===== src/inc/tcc_pkg.sv =====
// Package for the timer capture/compare block: register map, bit fields, reset values, types.
// Assumes a 32-bit APB master in front and one 100 MHz clock for bus and counter alike.
package tcc_pkg;
   // Register byte offsets, one aligned word each.
   localparam logic [7:0] OFF_SC0 = 8'h00;
   localparam logic [7:0] OFF_SC1 = 8'h04;
   localparam logic [7:0] OFF_V0H = 8'h08;
   localparam logic [7:0] OFF_V0L = 8'h0C;
   localparam logic [7:0] OFF_V1H = 8'h10;
   localparam logic [7:0] OFF_V1L = 8'h14;
   localparam logic [7:0] OFF_CTL = 8'h18;
   localparam logic [7:0] OFF_MOD = 8'h1C;
   localparam logic [7:0] OFF_CNT = 8'h20;
   // Channel control/status bit positions.
   localparam int B_FLAG = 7;
   localparam int B_IE = 6;
   localparam int B_MSB = 5;
   localparam int B_MSA = 4;
   localparam int B_ELB = 3;
   localparam int B_ELA = 2;
   localparam int B_TOV = 1;
   localparam int B_MAX = 0;
   // Counter control bit positions.
   localparam int B_HALT = 0;
   localparam int B_CLR = 1;
   // Reset values.
   localparam logic [15:0] MOD_RST = 16'hFFFF;
   localparam logic HALT_RST = 1'b1;
   localparam int NCH = 2;

   // APB request as seen by the slave.
   typedef struct packed {
      logic psel;
      logic penable;
      logic pwrite;
      logic [7:0] paddr;
      logic [31:0] pwdata;
   } tcc_apb_s;

   // State of one channel.
   typedef struct packed {
      logic flag;
      logic ie;
      logic msb;
      logic msa;
      logic elb;
      logic ela;
      logic tov;
      logic max;
      logic arm;
      logic blk;
      logic inh;
      logic max_eff;
      logic pin;
      logic pin_prev;
      logic [15:0] val;
      logic [15:0] shadow;
   } tcc_chan_s;

   // Whole state of the block.
   typedef struct packed {
      tcc_chan_s [NCH-1:0] ch;
      logic halt;
      logic [15:0] cnt;
      logic [15:0] modv;
      logic pready;
      logic pslverr;
      logic [31:0] prdata;
      logic [NCH-1:0] irq;
      logic [NCH-1:0] pin_out;
      logic [NCH-1:0] pin_oe;
   } tcc_state_s;
endpackage : tcc_pkg


===== src/rtl/tcc_timer.sv =====
// Two-channel 16-bit timer with input capture, output compare, PWM and APB registers.
// Assumes pins and bus are synchronous to i_clk; the pin pad merges out, oe and GPIO.
`timescale 1ns/1ps
// Behaviour
// RULE1: Capture mode sets the channel flag on the selected pin edge.
// RULE2: Compare mode sets the channel flag when counter equals channel value.
// RULE3: Flag clears by reading status with flag set, then writing zero.
// RULE4: An event between that read and the zero write voids the clear.
// RULE5: Writing one to the flag does nothing; reset clears the flag.
// RULE6: Interrupt request only while enable bit is one; reset clears enable.
// RULE7: Buffered select exists only on channel 0, enables buffered compare/PWM.
// RULE8: Channel 0 buffered mode disables channel 1 and frees its pin.
// RULE9: With edge field nonzero, select A picks capture (0) or compare (1).
// RULE10: With edge field 00, select A sets initial level: one low, zero high.
// RULE11: Software should halt and clear the counter before changing mode bits.
// RULE12: Edge field 00 disconnects the channel from its pin; reset clears it.
// RULE13: Capture edge: 01 rising, 10 falling, 11 either edge.
// RULE14: Compare pin action: 01 toggle, 10 clear, 11 set.
// RULE15: The pin should be stable two bus clocks before enabling capture.
// RULE16: Toggle-on-wrap toggles the pin on overflow, beating a same-time compare.
// RULE17: With toggle-on-wrap, full-duty force drives PWM at 100 percent duty.
// RULE18: Full-duty force changes take effect in the following PWM cycle.
// RULE19: Value registers hold capture value or compare value.
// RULE20: In capture mode, reading the high byte blocks captures until low read.
// RULE21: In compare mode, writing the high byte stops compares until low write.
// RULE22: Counter overflows at the modulo value and restarts at zero next tick.
// RULE23: Interrupt output is high while flag and enable are both one.
module tcc_timer (
   // Clock and reset.
   input wire logic i_clk,
   input wire logic i_reset,
   // APB slave.
   input wire tcc_pkg::tcc_apb_s i_apb,
   output logic [31:0] o_prdata,
   output logic o_pready,
   output logic o_pslverr,
   // Channel pins and interrupt requests.
   input wire logic [tcc_pkg::NCH-1:0] i_pin,
   output logic [tcc_pkg::NCH-1:0] o_pin_out,
   output logic [tcc_pkg::NCH-1:0] o_pin_oe,
   output logic [tcc_pkg::NCH-1:0] o_irq
);
   tcc_pkg::tcc_state_s st_ff;
   tcc_pkg::tcc_state_s nxt_st;
   logic acc;
   logic wr;
   logic rd;
   logic ovf;
   logic tick;
   logic [tcc_pkg::NCH-1:0] cap_ev;
   logic [tcc_pkg::NCH-1:0] cmp_ev;
   logic [tcc_pkg::NCH-1:0] outc;
   logic [tcc_pkg::NCH-1:0] wr_sc;
   logic [tcc_pkg::NCH-1:0] rd_sc;

   // Next-state logic for bus, counter and both channels.
   always_comb begin
      logic [7:0] a_sc;
      logic [7:0] a_vh;
      logic [7:0] a_vl;
      logic buf_m;
      logic dis;
      logic cap;
      logic clr;
      logic [15:0] cmpv;
      logic [7:0] wd;
      a_sc = 8'h00;
      a_vh = 8'h00;
      a_vl = 8'h00;
      buf_m = 1'b0;
      dis = 1'b0;
      cap = 1'b0;
      clr = 1'b0;
      cmpv = 16'h0000;
      cap_ev = '0;
      cmp_ev = '0;
      outc = '0;
      wr_sc = '0;
      rd_sc = '0;
      nxt_st = st_ff;
      wd = i_apb.pwdata[7:0];
      // Two-cycle access: pready rises in the second access cycle, so decode stays registered.
      acc = i_apb.psel & i_apb.penable & st_ff.pready;
      wr = acc & i_apb.pwrite;
      rd = acc & ~i_apb.pwrite;
      nxt_st.pready = i_apb.psel & i_apb.penable & ~st_ff.pready;
      nxt_st.pslverr = 1'b0;
      // The counter advances every cycle unless halted.
      tick = ~st_ff.halt;
      ovf = tick & (st_ff.cnt == st_ff.modv);
      if (tick) begin
         nxt_st.cnt = ovf ? 16'h0000 : st_ff.cnt + 16'h0001; // see RULE22
      end
      for (int c = 0; c < tcc_pkg::NCH; c++) begin
         a_sc = (c == 0) ? tcc_pkg::OFF_SC0 : tcc_pkg::OFF_SC1;
         a_vh = (c == 0) ? tcc_pkg::OFF_V0H : tcc_pkg::OFF_V1H;
         a_vl = (c == 0) ? tcc_pkg::OFF_V0L : tcc_pkg::OFF_V1L;
         buf_m = (c == 0) & st_ff.ch[0].msb; // see RULE7
         dis = (c == 1) & st_ff.ch[0].msb; // see RULE8
         // Mode decode from select bits and edge field.
         cap = (st_ff.ch[c].elb | st_ff.ch[c].ela) & ~st_ff.ch[c].msa & ~buf_m & ~dis; // see RULE9
         outc[c] = (st_ff.ch[c].elb | st_ff.ch[c].ela) & (st_ff.ch[c].msa | buf_m) & ~dis;
         // Capture on the selected edge unless a high-byte read is pending.
         cap_ev[c] = cap & ~st_ff.ch[c].blk &
            ((st_ff.ch[c].ela & i_pin[c] & ~st_ff.ch[c].pin_prev) |
             (st_ff.ch[c].elb & ~i_pin[c] & st_ff.ch[c].pin_prev)); // see RULE13
         // Buffered mode compares against a copy refreshed only at overflow.
         cmpv = buf_m ? st_ff.ch[c].shadow : st_ff.ch[c].val;
         cmp_ev[c] = outc[c] & tick & ~st_ff.ch[c].inh & (st_ff.cnt == cmpv); // see RULE2, RULE21
         nxt_st.ch[c].pin_prev = i_pin[c];
         if (cap_ev[c]) begin
            nxt_st.ch[c].val = st_ff.cnt; // see RULE19
         end
         if (ovf | ~buf_m) begin
            nxt_st.ch[c].shadow = st_ff.ch[c].val;
         end
         // Full duty is latched at the period boundary so a change never cuts a pulse.
         if (ovf) begin
            nxt_st.ch[c].max_eff = st_ff.ch[c].tov & st_ff.ch[c].max; // see RULE18
         end
         // Pin level: preset when disconnected, else full duty first, then overflow, then compare.
         if (~(st_ff.ch[c].elb | st_ff.ch[c].ela)) begin
            nxt_st.ch[c].pin = ~st_ff.ch[c].msa; // see RULE10
         end else if (outc[c]) begin
            if (st_ff.ch[c].max_eff) begin
               nxt_st.ch[c].pin = 1'b1; // see RULE17
            end else if (st_ff.ch[c].tov & ovf) begin
               nxt_st.ch[c].pin = ~st_ff.ch[c].pin; // see RULE16
            end else if (cmp_ev[c]) begin
               case ({st_ff.ch[c].elb, st_ff.ch[c].ela}) // see RULE14
                  2'b01: nxt_st.ch[c].pin = ~st_ff.ch[c].pin;
                  2'b10: nxt_st.ch[c].pin = 1'b0;
                  2'b11: nxt_st.ch[c].pin = 1'b1;
                  default: nxt_st.ch[c].pin = st_ff.ch[c].pin;
               endcase
            end
         end
         // Status register access; a disabled channel 1 ignores writes.
         wr_sc[c] = wr & (i_apb.paddr == a_sc) & ~dis;
         rd_sc[c] = rd & (i_apb.paddr == a_sc);
         clr = wr_sc[c] & ~wd[tcc_pkg::B_FLAG] & st_ff.ch[c].arm; // see RULE3, RULE5
         if (rd_sc[c] & st_ff.ch[c].flag) begin
            nxt_st.ch[c].arm = 1'b1;
         end
         if (wr_sc[c]) begin
            nxt_st.ch[c].arm = 1'b0;
            nxt_st.ch[c].ie = wd[tcc_pkg::B_IE];
            nxt_st.ch[c].msb = (c == 0) & wd[tcc_pkg::B_MSB]; // see RULE7
            nxt_st.ch[c].msa = wd[tcc_pkg::B_MSA];
            nxt_st.ch[c].elb = wd[tcc_pkg::B_ELB];
            nxt_st.ch[c].ela = wd[tcc_pkg::B_ELA];
            nxt_st.ch[c].tov = wd[tcc_pkg::B_TOV];
            nxt_st.ch[c].max = wd[tcc_pkg::B_MAX];
         end
         // A new event disarms a pending clear; the set always wins.
         if (cap_ev[c] | cmp_ev[c]) begin
            nxt_st.ch[c].arm = 1'b0; // see RULE4
         end
         nxt_st.ch[c].flag = (st_ff.ch[c].flag & ~clr) | cap_ev[c] | cmp_ev[c]; // see RULE1
         // Byte access to the value registers.
         if (wr & (i_apb.paddr == a_vh)) begin
            nxt_st.ch[c].val[15:8] = wd;
            nxt_st.ch[c].inh = st_ff.ch[c].msb | st_ff.ch[c].msa; // see RULE21
         end
         if (wr & (i_apb.paddr == a_vl)) begin
            nxt_st.ch[c].val[7:0] = wd;
            nxt_st.ch[c].inh = 1'b0;
         end
         if (rd & (i_apb.paddr == a_vh) & ~st_ff.ch[c].msb & ~st_ff.ch[c].msa) begin
            nxt_st.ch[c].blk = 1'b1; // see RULE20
         end
         if (rd & (i_apb.paddr == a_vl)) begin
            nxt_st.ch[c].blk = 1'b0;
         end
         nxt_st.irq[c] = nxt_st.ch[c].flag & nxt_st.ch[c].ie; // see RULE6, RULE23
         // Disconnected or capture channels leave the pin to the port.
         nxt_st.pin_oe[c] = (nxt_st.ch[c].elb | nxt_st.ch[c].ela) &
            (nxt_st.ch[c].msa | ((c == 0) & nxt_st.ch[0].msb)) &
            ~((c == 1) & nxt_st.ch[0].msb); // see RULE12, RULE8
         nxt_st.pin_out[c] = nxt_st.ch[c].pin;
      end
      // Counter control: the clear bit is self-clearing and never reads back.
      if (wr & (i_apb.paddr == tcc_pkg::OFF_CTL)) begin
         nxt_st.halt = i_apb.pwdata[tcc_pkg::B_HALT];
         if (i_apb.pwdata[tcc_pkg::B_CLR]) begin
            nxt_st.cnt = 16'h0000;
         end
      end
      if (wr & (i_apb.paddr == tcc_pkg::OFF_MOD)) begin
         nxt_st.modv = i_apb.pwdata[15:0];
      end
      // Read data is registered with pready; unmapped addresses answer with pslverr.
      nxt_st.prdata = 32'h0000_0000;
      if (i_apb.psel & i_apb.penable & ~st_ff.pready & ~i_apb.pwrite) begin
         case (i_apb.paddr)
            tcc_pkg::OFF_SC0: nxt_st.prdata[7:0] = {st_ff.ch[0].flag, st_ff.ch[0].ie,
               st_ff.ch[0].msb, st_ff.ch[0].msa, st_ff.ch[0].elb, st_ff.ch[0].ela,
               st_ff.ch[0].tov, st_ff.ch[0].max};
            tcc_pkg::OFF_SC1: nxt_st.prdata[7:0] = st_ff.ch[0].msb ? 8'h00 :
               {st_ff.ch[1].flag, st_ff.ch[1].ie, 1'b0, st_ff.ch[1].msa,
               st_ff.ch[1].elb, st_ff.ch[1].ela, st_ff.ch[1].tov, st_ff.ch[1].max};
            tcc_pkg::OFF_V0H: nxt_st.prdata[7:0] = st_ff.ch[0].val[15:8];
            tcc_pkg::OFF_V0L: nxt_st.prdata[7:0] = st_ff.ch[0].val[7:0];
            tcc_pkg::OFF_V1H: nxt_st.prdata[7:0] = st_ff.ch[1].val[15:8];
            tcc_pkg::OFF_V1L: nxt_st.prdata[7:0] = st_ff.ch[1].val[7:0];
            tcc_pkg::OFF_CTL: nxt_st.prdata[0] = st_ff.halt;
            tcc_pkg::OFF_MOD: nxt_st.prdata[15:0] = st_ff.modv;
            tcc_pkg::OFF_CNT: nxt_st.prdata[15:0] = st_ff.cnt;
            default: nxt_st.pslverr = 1'b1;
         endcase
      end
      if (i_apb.psel & i_apb.penable & ~st_ff.pready & i_apb.pwrite) begin
         nxt_st.pslverr = (i_apb.paddr > tcc_pkg::OFF_MOD) | (i_apb.paddr[1:0] != 2'b00);
      end
   end

   // State register; value words are cleared too, though software must not rely on it.
   always_ff @(posedge i_clk) begin
      if (i_reset) begin
         st_ff <= '0;
         st_ff.halt <= tcc_pkg::HALT_RST;
         st_ff.modv <= tcc_pkg::MOD_RST;
         for (int c = 0; c < tcc_pkg::NCH; c++) begin
            st_ff.ch[c].pin <= 1'b1;
         end
      end else begin
         st_ff <= nxt_st;
      end
   end

   // Outputs come straight from the state register.
   assign o_prdata = st_ff.prdata;
   assign o_pready = st_ff.pready;
   assign o_pslverr = st_ff.pslverr;
   assign o_pin_out = st_ff.pin_out;
   assign o_pin_oe = st_ff.pin_oe;
   assign o_irq = st_ff.irq;
endmodule : tcc_timer


===== config.mk =====
export PLATFORM = sky130hd
export DESIGN_NAME = tcc_timer
export DESIGN_NICKNAME = d
export VERILOG_FILES = /design/src/inc/tcc_pkg.sv /design/src/rtl/tcc_timer.sv
export SDC_FILE = /design/constraint.sdc
export NUM_CORES = 1
export LEC_CHECK = 0
export BUFFER_PORTS_ARGS = -buffer_cell sky130_fd_sc_hd__buf_2
export CORE_MARGIN = 2
export CORE_UTILIZATION = 35
export DETAILED_ROUTE_END_ITERATION = 10
export GPL_TIMING_DRIVEN = 0
export HOLD_SLACK_MARGIN = 0.05
export PLACE_DENSITY = 0.61
export SLEW_MARGIN = 40
export SYNTH_ARGS = -nofsm -noshare
export SYNTH_HDL_FRONTEND = slang
export SYNTH_SLANG_ARGS = --single-unit

===== constraint.sdc =====
create_clock -name i_clk -period 3 [get_ports i_clk]
set_input_delay 0.6 -clock i_clk [delete_from_list [all_inputs] [get_ports i_clk]]
set_output_delay 0.6 -clock i_clk [all_outputs]
set_load 0.02 [all_outputs]

Word-level counts from Yosys, hierarchy flattened
Index checks and enable logic that the tools add are counted.
- flip-flop bits (word level): 148
- bits of input ports: 47
- output and inout port bits: 40
- word-level logic and storage cells: 214
- $add $sub $neg: 1
- magnitude comparators: 1
- equal/unequal tests: 17
- multiplexer cells: 34
- bitwise gates (word level): 105
- reductions and logical operators: 14
- operators with widths (kind ; number):
    $mux W16 ; 7
    $and A1 B1 Y1 ; 68
    $mux W8 ; 7
    $pmux W7 S8 ; 1
    $eq A16 B16 Y1 ; 3
    $eq A8 B5 Y1 const B ; 4
    $not A1 Y1 ; 21
    $add A16 B1 Y16 const B ; 1
    $eq A8 B4 Y1 const B ; 2
    $or A1 B1 Y1 ; 16
    $pmux W8 S2 ; 1
    $mux W1 ; 15
    $reduce_bool A2 Y1 ; 5
    $reduce_or A2 Y1 ; 5
    $pmux W1 S9 ; 1
    $reduce_or A9 Y1 ; 1
    $eq A2 B2 Y1 const B ; 4
    $eq A8 B3 Y1 const B ; 1
    $eq A8 B6 Y1 const B ; 1
    $gt A8 B5 Y1 const B ; 1
    $logic_not A8 Y1 ; 1
    $pmux W1 S3 ; 2
    $reduce_or A3 Y1 ; 2
    $eq A2 B1 Y1 const B ; 2

Logic depth before layout (Yosys ltp)
- depth after elaboration: 12
- mapped depth: 9

Least setup slack after synthesis
Ideal clock, no wire load.
- path type: input -> register
- start: input i_apb[39] (netlist name)
- end: register st_ff, in the netlist o_irq[0]
- library setup time: 0.129 ns
- arrival time: 2.012 ns
- required time: 2.871 ns
- setup slack: 0.859 ns
- cell stages on the path: 8
- path through: nor3_2 -> nand2b_1 -> buf_2 -> nor3_1 -> buf_2 -> nand3b_1 -> a211oi_1 -> nor3_1
- longest elaborated chain between the ends: 9
- elaborated cells on any way between the ends: 10
- classes of those cells: mux (1); bitwise (8); reduce/logical (1)
- ends and longest elaborated chain (what ; RTL line ; source):
    from (decl) ; tcc_timer.sv:33 ; input wire tcc_pkg::tcc_apb_s i_apb,
    $logic_not A8 Y1 (*) ; tcc_timer.sv:139 ; wr_sc[c] = wr & (i_apb.paddr == a_sc) & ~dis;
    $and A1 B1 Y1 (*) ; tcc_timer.sv:139 ;
    $and A1 B1 Y1 (2 in series) ; tcc_timer.sv:141 ; clr = wr_sc[c] & ~wd[tcc_pkg::B_FLAG] & st_ff.ch[c].arm;
    $not A1 Y1 ; tcc_timer.sv:159 ; nxt_st.ch[c].flag = (st_ff.ch[c].flag & ~clr) | cap_ev[c] | cmp_ev[c];
    $and A1 B1 Y1 ; tcc_timer.sv:159 ;
    $or A1 B1 Y1 (2 in series) ; tcc_timer.sv:159 ;
    $and A1 B1 Y1 (*) ; tcc_timer.sv:175 ; nxt_st.irq[c] = nxt_st.ch[c].flag & nxt_st.ch[c].ie;
    to (signal assigned) ; tcc_timer.sv:227 ; st_ff <= nxt_st;
    to (decl) ; tcc_timer.sv:43 ; tcc_pkg::tcc_state_s st_ff;
Mark *: on every way between the ends. The rest lies on a longest branch, timed or not.
A chain may end at the register's enable or synchronous reset.

Worst setup path after layout
- start: register st_ff[71] (netlist name)
- end: register st_ff[78] (netlist name)
- longest elaborated chain between the ends: 3
- ends and longest elaborated chain (what ; RTL line ; source):
    $eq A16 B16 Y1 ; tcc_timer.sv:90 ; ovf = tick & (st_ff.cnt == st_ff.modv);
    $and A1 B1 Y1 ; tcc_timer.sv:90 ;
    $or A1 B1 Y1 ; tcc_timer.sv:114 ; if (ovf | ~buf_m) begin
No other way between the ends.

==> summary.md <==
| Metric | Value |
|---|---|
| Outcome | completed |
| Hold_ws | approximately 0.38 ns |
| WL/cell | 19.7 µm |
| GRT met2 Usage | 33.5% |
| CTS root buf | clkbuf_16 |
| Crit Path Class | reg2reg |
| Routed via count | 5925 |
| Post_cts resized | 0 |
| Flops & latches, synth | between 100 and 150 |
| WL final | around 22000 µm |
| Slowest cell on crit path | clkbuf_1 |
| RR Startpoint | st_ff[71]$_SDFF_PP0_ |
| Starting Density | 35.9% |
| # port buffers | 48 |
| Global-route wire length before repair | approximately 32000 µm |
| Pre-CTS setup slack | 0.0112 ns |
| Clk Latency, worst-skew pair | about 0.44 ns |
| Fillcell total | roughly 1900 |
| IO Count | 87 |
| Chip height | 143 µm |
| TNS Setup | 0 ns |
| Die ar. | slightly above 20000 µm² |
| Clk buf depth | 2 |
| Startpoint Class | flop |
| Power share of the sequential group | between 40% and 50% |
| RSZ-0062 raised after global routing | false |
| Worst EP arrival | about 3.1 ns |
| Gate power share | 3.9% |
| CP endpoint kind | flop |
| Vias per inst | 5.42 |
| Initial antenna violation count | 0 |
| Worst slew pin tran | just over 0.8 ns |
| Max IR drop VDD | around 0.38 mV |
| Area Overhead vs Synth | 17.8% |
| Nets | 895 |
| GR Util met1 | between 20 and 30% |
| Remaining DRCs | 0 |
| Cell Area, Synth | 6740 µm² |
| Total track usage | between 20% and 30% |
| Min-Delay Path Class | in2reg |
| Primary flip-flop cell chosen by synthesis mapping | dfxtp_1 |
| Setup slack after layout | 0.177 ns |
| GPL Wtd Cong | 0.932 |
| Hpwl dp | 15400 µm |
| Worst hold path depth | 3 |
| Critical Path Start | st_ff[71]$_SDFF_PP0_ |
| Register area share after synthesis | between 30% and 40% |
| Cell area power density | 509 nW/µm² |
| Leakage | between 3 and 4 nW |
| Ant. Diodes | 0 |
| Worst-path fanout max | 10 |
| WP data required | 3.31 ns |
| Vias in the first global route | approximately 5400 |
| Fraction of final layout cells sized beyond drive strength 1 | approximately 17% |
| Clock slew at reported path FFs | 0.06 ns |
| Slew Viols, Final | 0 |
| Switching pwr | 0.000942 W |
| Post-synth ARST share | 0% |
| Post-layout power | about 0.004 W |
| Starting DRT DRC Count | between 500 and 600 |
| Core area | 18800 µm² |
| CP bufs+invs | 2 |
| R2R depth | 8 |
| DRT Pass-1 Iters | 8 |
| Chip width | 143 µm |
| Yosys warns | 0 |
| Fmax | ~0.35 GHz |
| Min Tclk post-route | 2.82 ns |
| Clk network pwr share | ~53% |
| P_int | just over 0.003 W |
| CTS H-tree lvls | 4 |
| Delay-heaviest family, CP | buffers and inverters |
| Gr busiest metal | met2 |
| Slew margin rel. | between 40% and 50% |
| Number of buffers inserted by hold repair at cts | 0 |
| Tcrit/Tclk final | 94.1% |
| Final setup viols | 0 |
| Max-cap violation count | 0 |
| Cell variety after synth | between 40 and 50 |
| Met3 GRT Util | 3.62% |
| FF-to-FF End | st_ff[78]$_SDFFE_PP0P_ |
| Final Hold Viols | 0 |
| Avg Cell Area, Syn | about 9 µm² |
| # rows | 50 |
| Clock tree from TritonCTS | built |
| HP Start | i_apb[10] |
| Total gr overflow | 0 |
| Clock Skew | roughly 0.0093 ns |
| Placed insts | between 1000 and 1500 |
| Critical path's largest stage delay | 0.53 ns |
| Worst path cell trace | clkbuf_1 > xnor2_1 > nand4_1 > or3_1 > o21ai_2 > buf_6 > mux2i_1 > nor2_1 |
| Post-synth EDFFs | 0 |
| Flop2flop setup slack | between 0.15 and 0.2 ns |
| CTS buffer count | 17 |
| Worst Hold End | st_ff[50]$_SDFFE_PP1P_ |
| Non-filler cells, final | 1094 |
| Setup bufs post-CTS | 0 |
| Post-Syn Instances | 765 |
| Sw Share | about a quarter |
| Pin count of the biggest net entering global routing | 17 |
| Post-DRT Antenna Nets | 0 |
| CTS sink count | around 130 |
[through the flow]
| stage | instance area (µm²) | utilization [%] |
|---|---|---|
| finish | 7940 | 42.3 |
| global route | 7940 | 42.3 |
| CTS | 7940 | 42.3 |
| detailed placement | 7350 | 39.1 |
| global placement | 7330 | 39.0 |
| floorplan | 6790 | - |
[state kept, by name (all words and copies together) (netlist names)]
register   count
nxt_st        16
o_irq          2
o_pin_oe       2
o_pin_out      2
o_prdata      16
o_pready       1
o_pslverr      1
st_ff         92
[cell type report]
class                   count  area (µm²)  area share (%)
multi-input cells         548        3610            45.5
clock buffers              17         425            5.36
repair buffers             48         240            3.03
inverters                   7        26.3           0.331
clock inverters            15         165            2.08
well taps                 234         293            3.69
flip-flops and latches    132        2640            33.3
plain buffers              93         529            6.67
[worst max path at each step]
stage                     cells after the start                        to
after floorplan                               8       o_irq[0]$_SDFF_PP0_
after global placement                        6    o_prdata[5]$_SDFF_PP0_
after detailed placement                      8  nxt_st[133]$_SDFFE_PP0P_
after CTS                                     8    st_ff[83]$_SDFFE_PP0P_
after global routing                          8    st_ff[79]$_SDFFE_PP0P_
final                                         8    st_ff[78]$_SDFFE_PP0P_
[Yosys cell counts (2+ instances only)]
master	number	area [µm²]
a211o_1	3	26.3
a211oi_1	36	270
a21oi_1	12	60.1
a221oi_1	9	78.8
a222oi_1	9	90.1
a22o_1	4	35.0
a22oi_1	13	97.6
a31oi_1	13	81.3
and3_1	3	18.8
buf_2	15	75.1
buf_4	39	293
buf_6	2	22.5
clkbuf_1	37	139
dfxtp_1	132	2640
inv_1	7	26.3
mux2i_1	80	801
nand2_1	64	240
nand2b_1	3	18.8
nand3_1	11	55.1
nand3b_1	20	150
nand4_1	12	75.1
nor2_1	111	417
nor2_2	3	18.8
nor2b_1	7	43.8
nor3_1	14	70.1
nor4_1	12	75.1
nor4_4	3	63.8
o21ai_0	8	40.0
o22ai_1	2	12.5
or3_1	3	18.8
xnor2_1	24	210
xor2_1	38	333
[worst reg2reg max path: stages, from the launching register on]
cell and delay [ns]:
dfxtp_1 0.30, clkbuf_1 0.53, xnor2_1 0.20, nand4_1 0.18, or3_1 0.47, o21ai_2 0.50
buf_6 0.25, mux2i_1 0.20, nor2_1 0.06
[cells by family (layout without fill, tap and decap cells)]
kind of cell | Yosys count | count (layout) | share of synthesized area, %
fa+ha+maj | 1 | 1 | 0.186
buf+inv | 100 | 180 | 8.25
other cells | 1 | 16 | 0.0557
flops | 132 | 132 | 39.2
compound gates | 116 | 116 | 12.6
mux | 81 | 81 | 12.1
simple gates | 272 | 272 | 19.5
xor+xnor | 62 | 62 | 8.06
[power groups by stage]
stage | combinational (W) | sequential [W] | clock, W
after floorplan | 0.0000876 | 0.00180 | 0
after global placement | 0.000154 | 0.00180 | 0
after detailed placement | 0.000156 | 0.00180 | 0
after CTS | 0.000156 | 0.00176 | 0.00213
after global routing | 0.000168 | 0.00176 | 0.00220
final | 0.000159 | 0.00176 | 0.00212
[per-layer routing]
| layer | part of all wire [%] | wire [µm] |
|---|---|---|
| met4 | 3.6 | 778 |
| met2 | 46 | 9900 |
| met1 | 43 | 9310 |
| met3 | 7.4 | 1600 |
| met5 | 0 | 0 |
[cell usage in the layout, fill, tap and decap left out, types with 16 or more instances in the layout]
cell type    n
nand3b_1    20
mux2i_1     80
xor2_1      38
xnor2_1     24
nor2_1     111
buf_2       63
clkbuf_1    37
conb_1      16
a211oi_1    36
nand2_1     64
clkbuf_16   17
dfxtp_1    132
buf_4       39
Note: power is estimated with default switching activity, not from simulation.
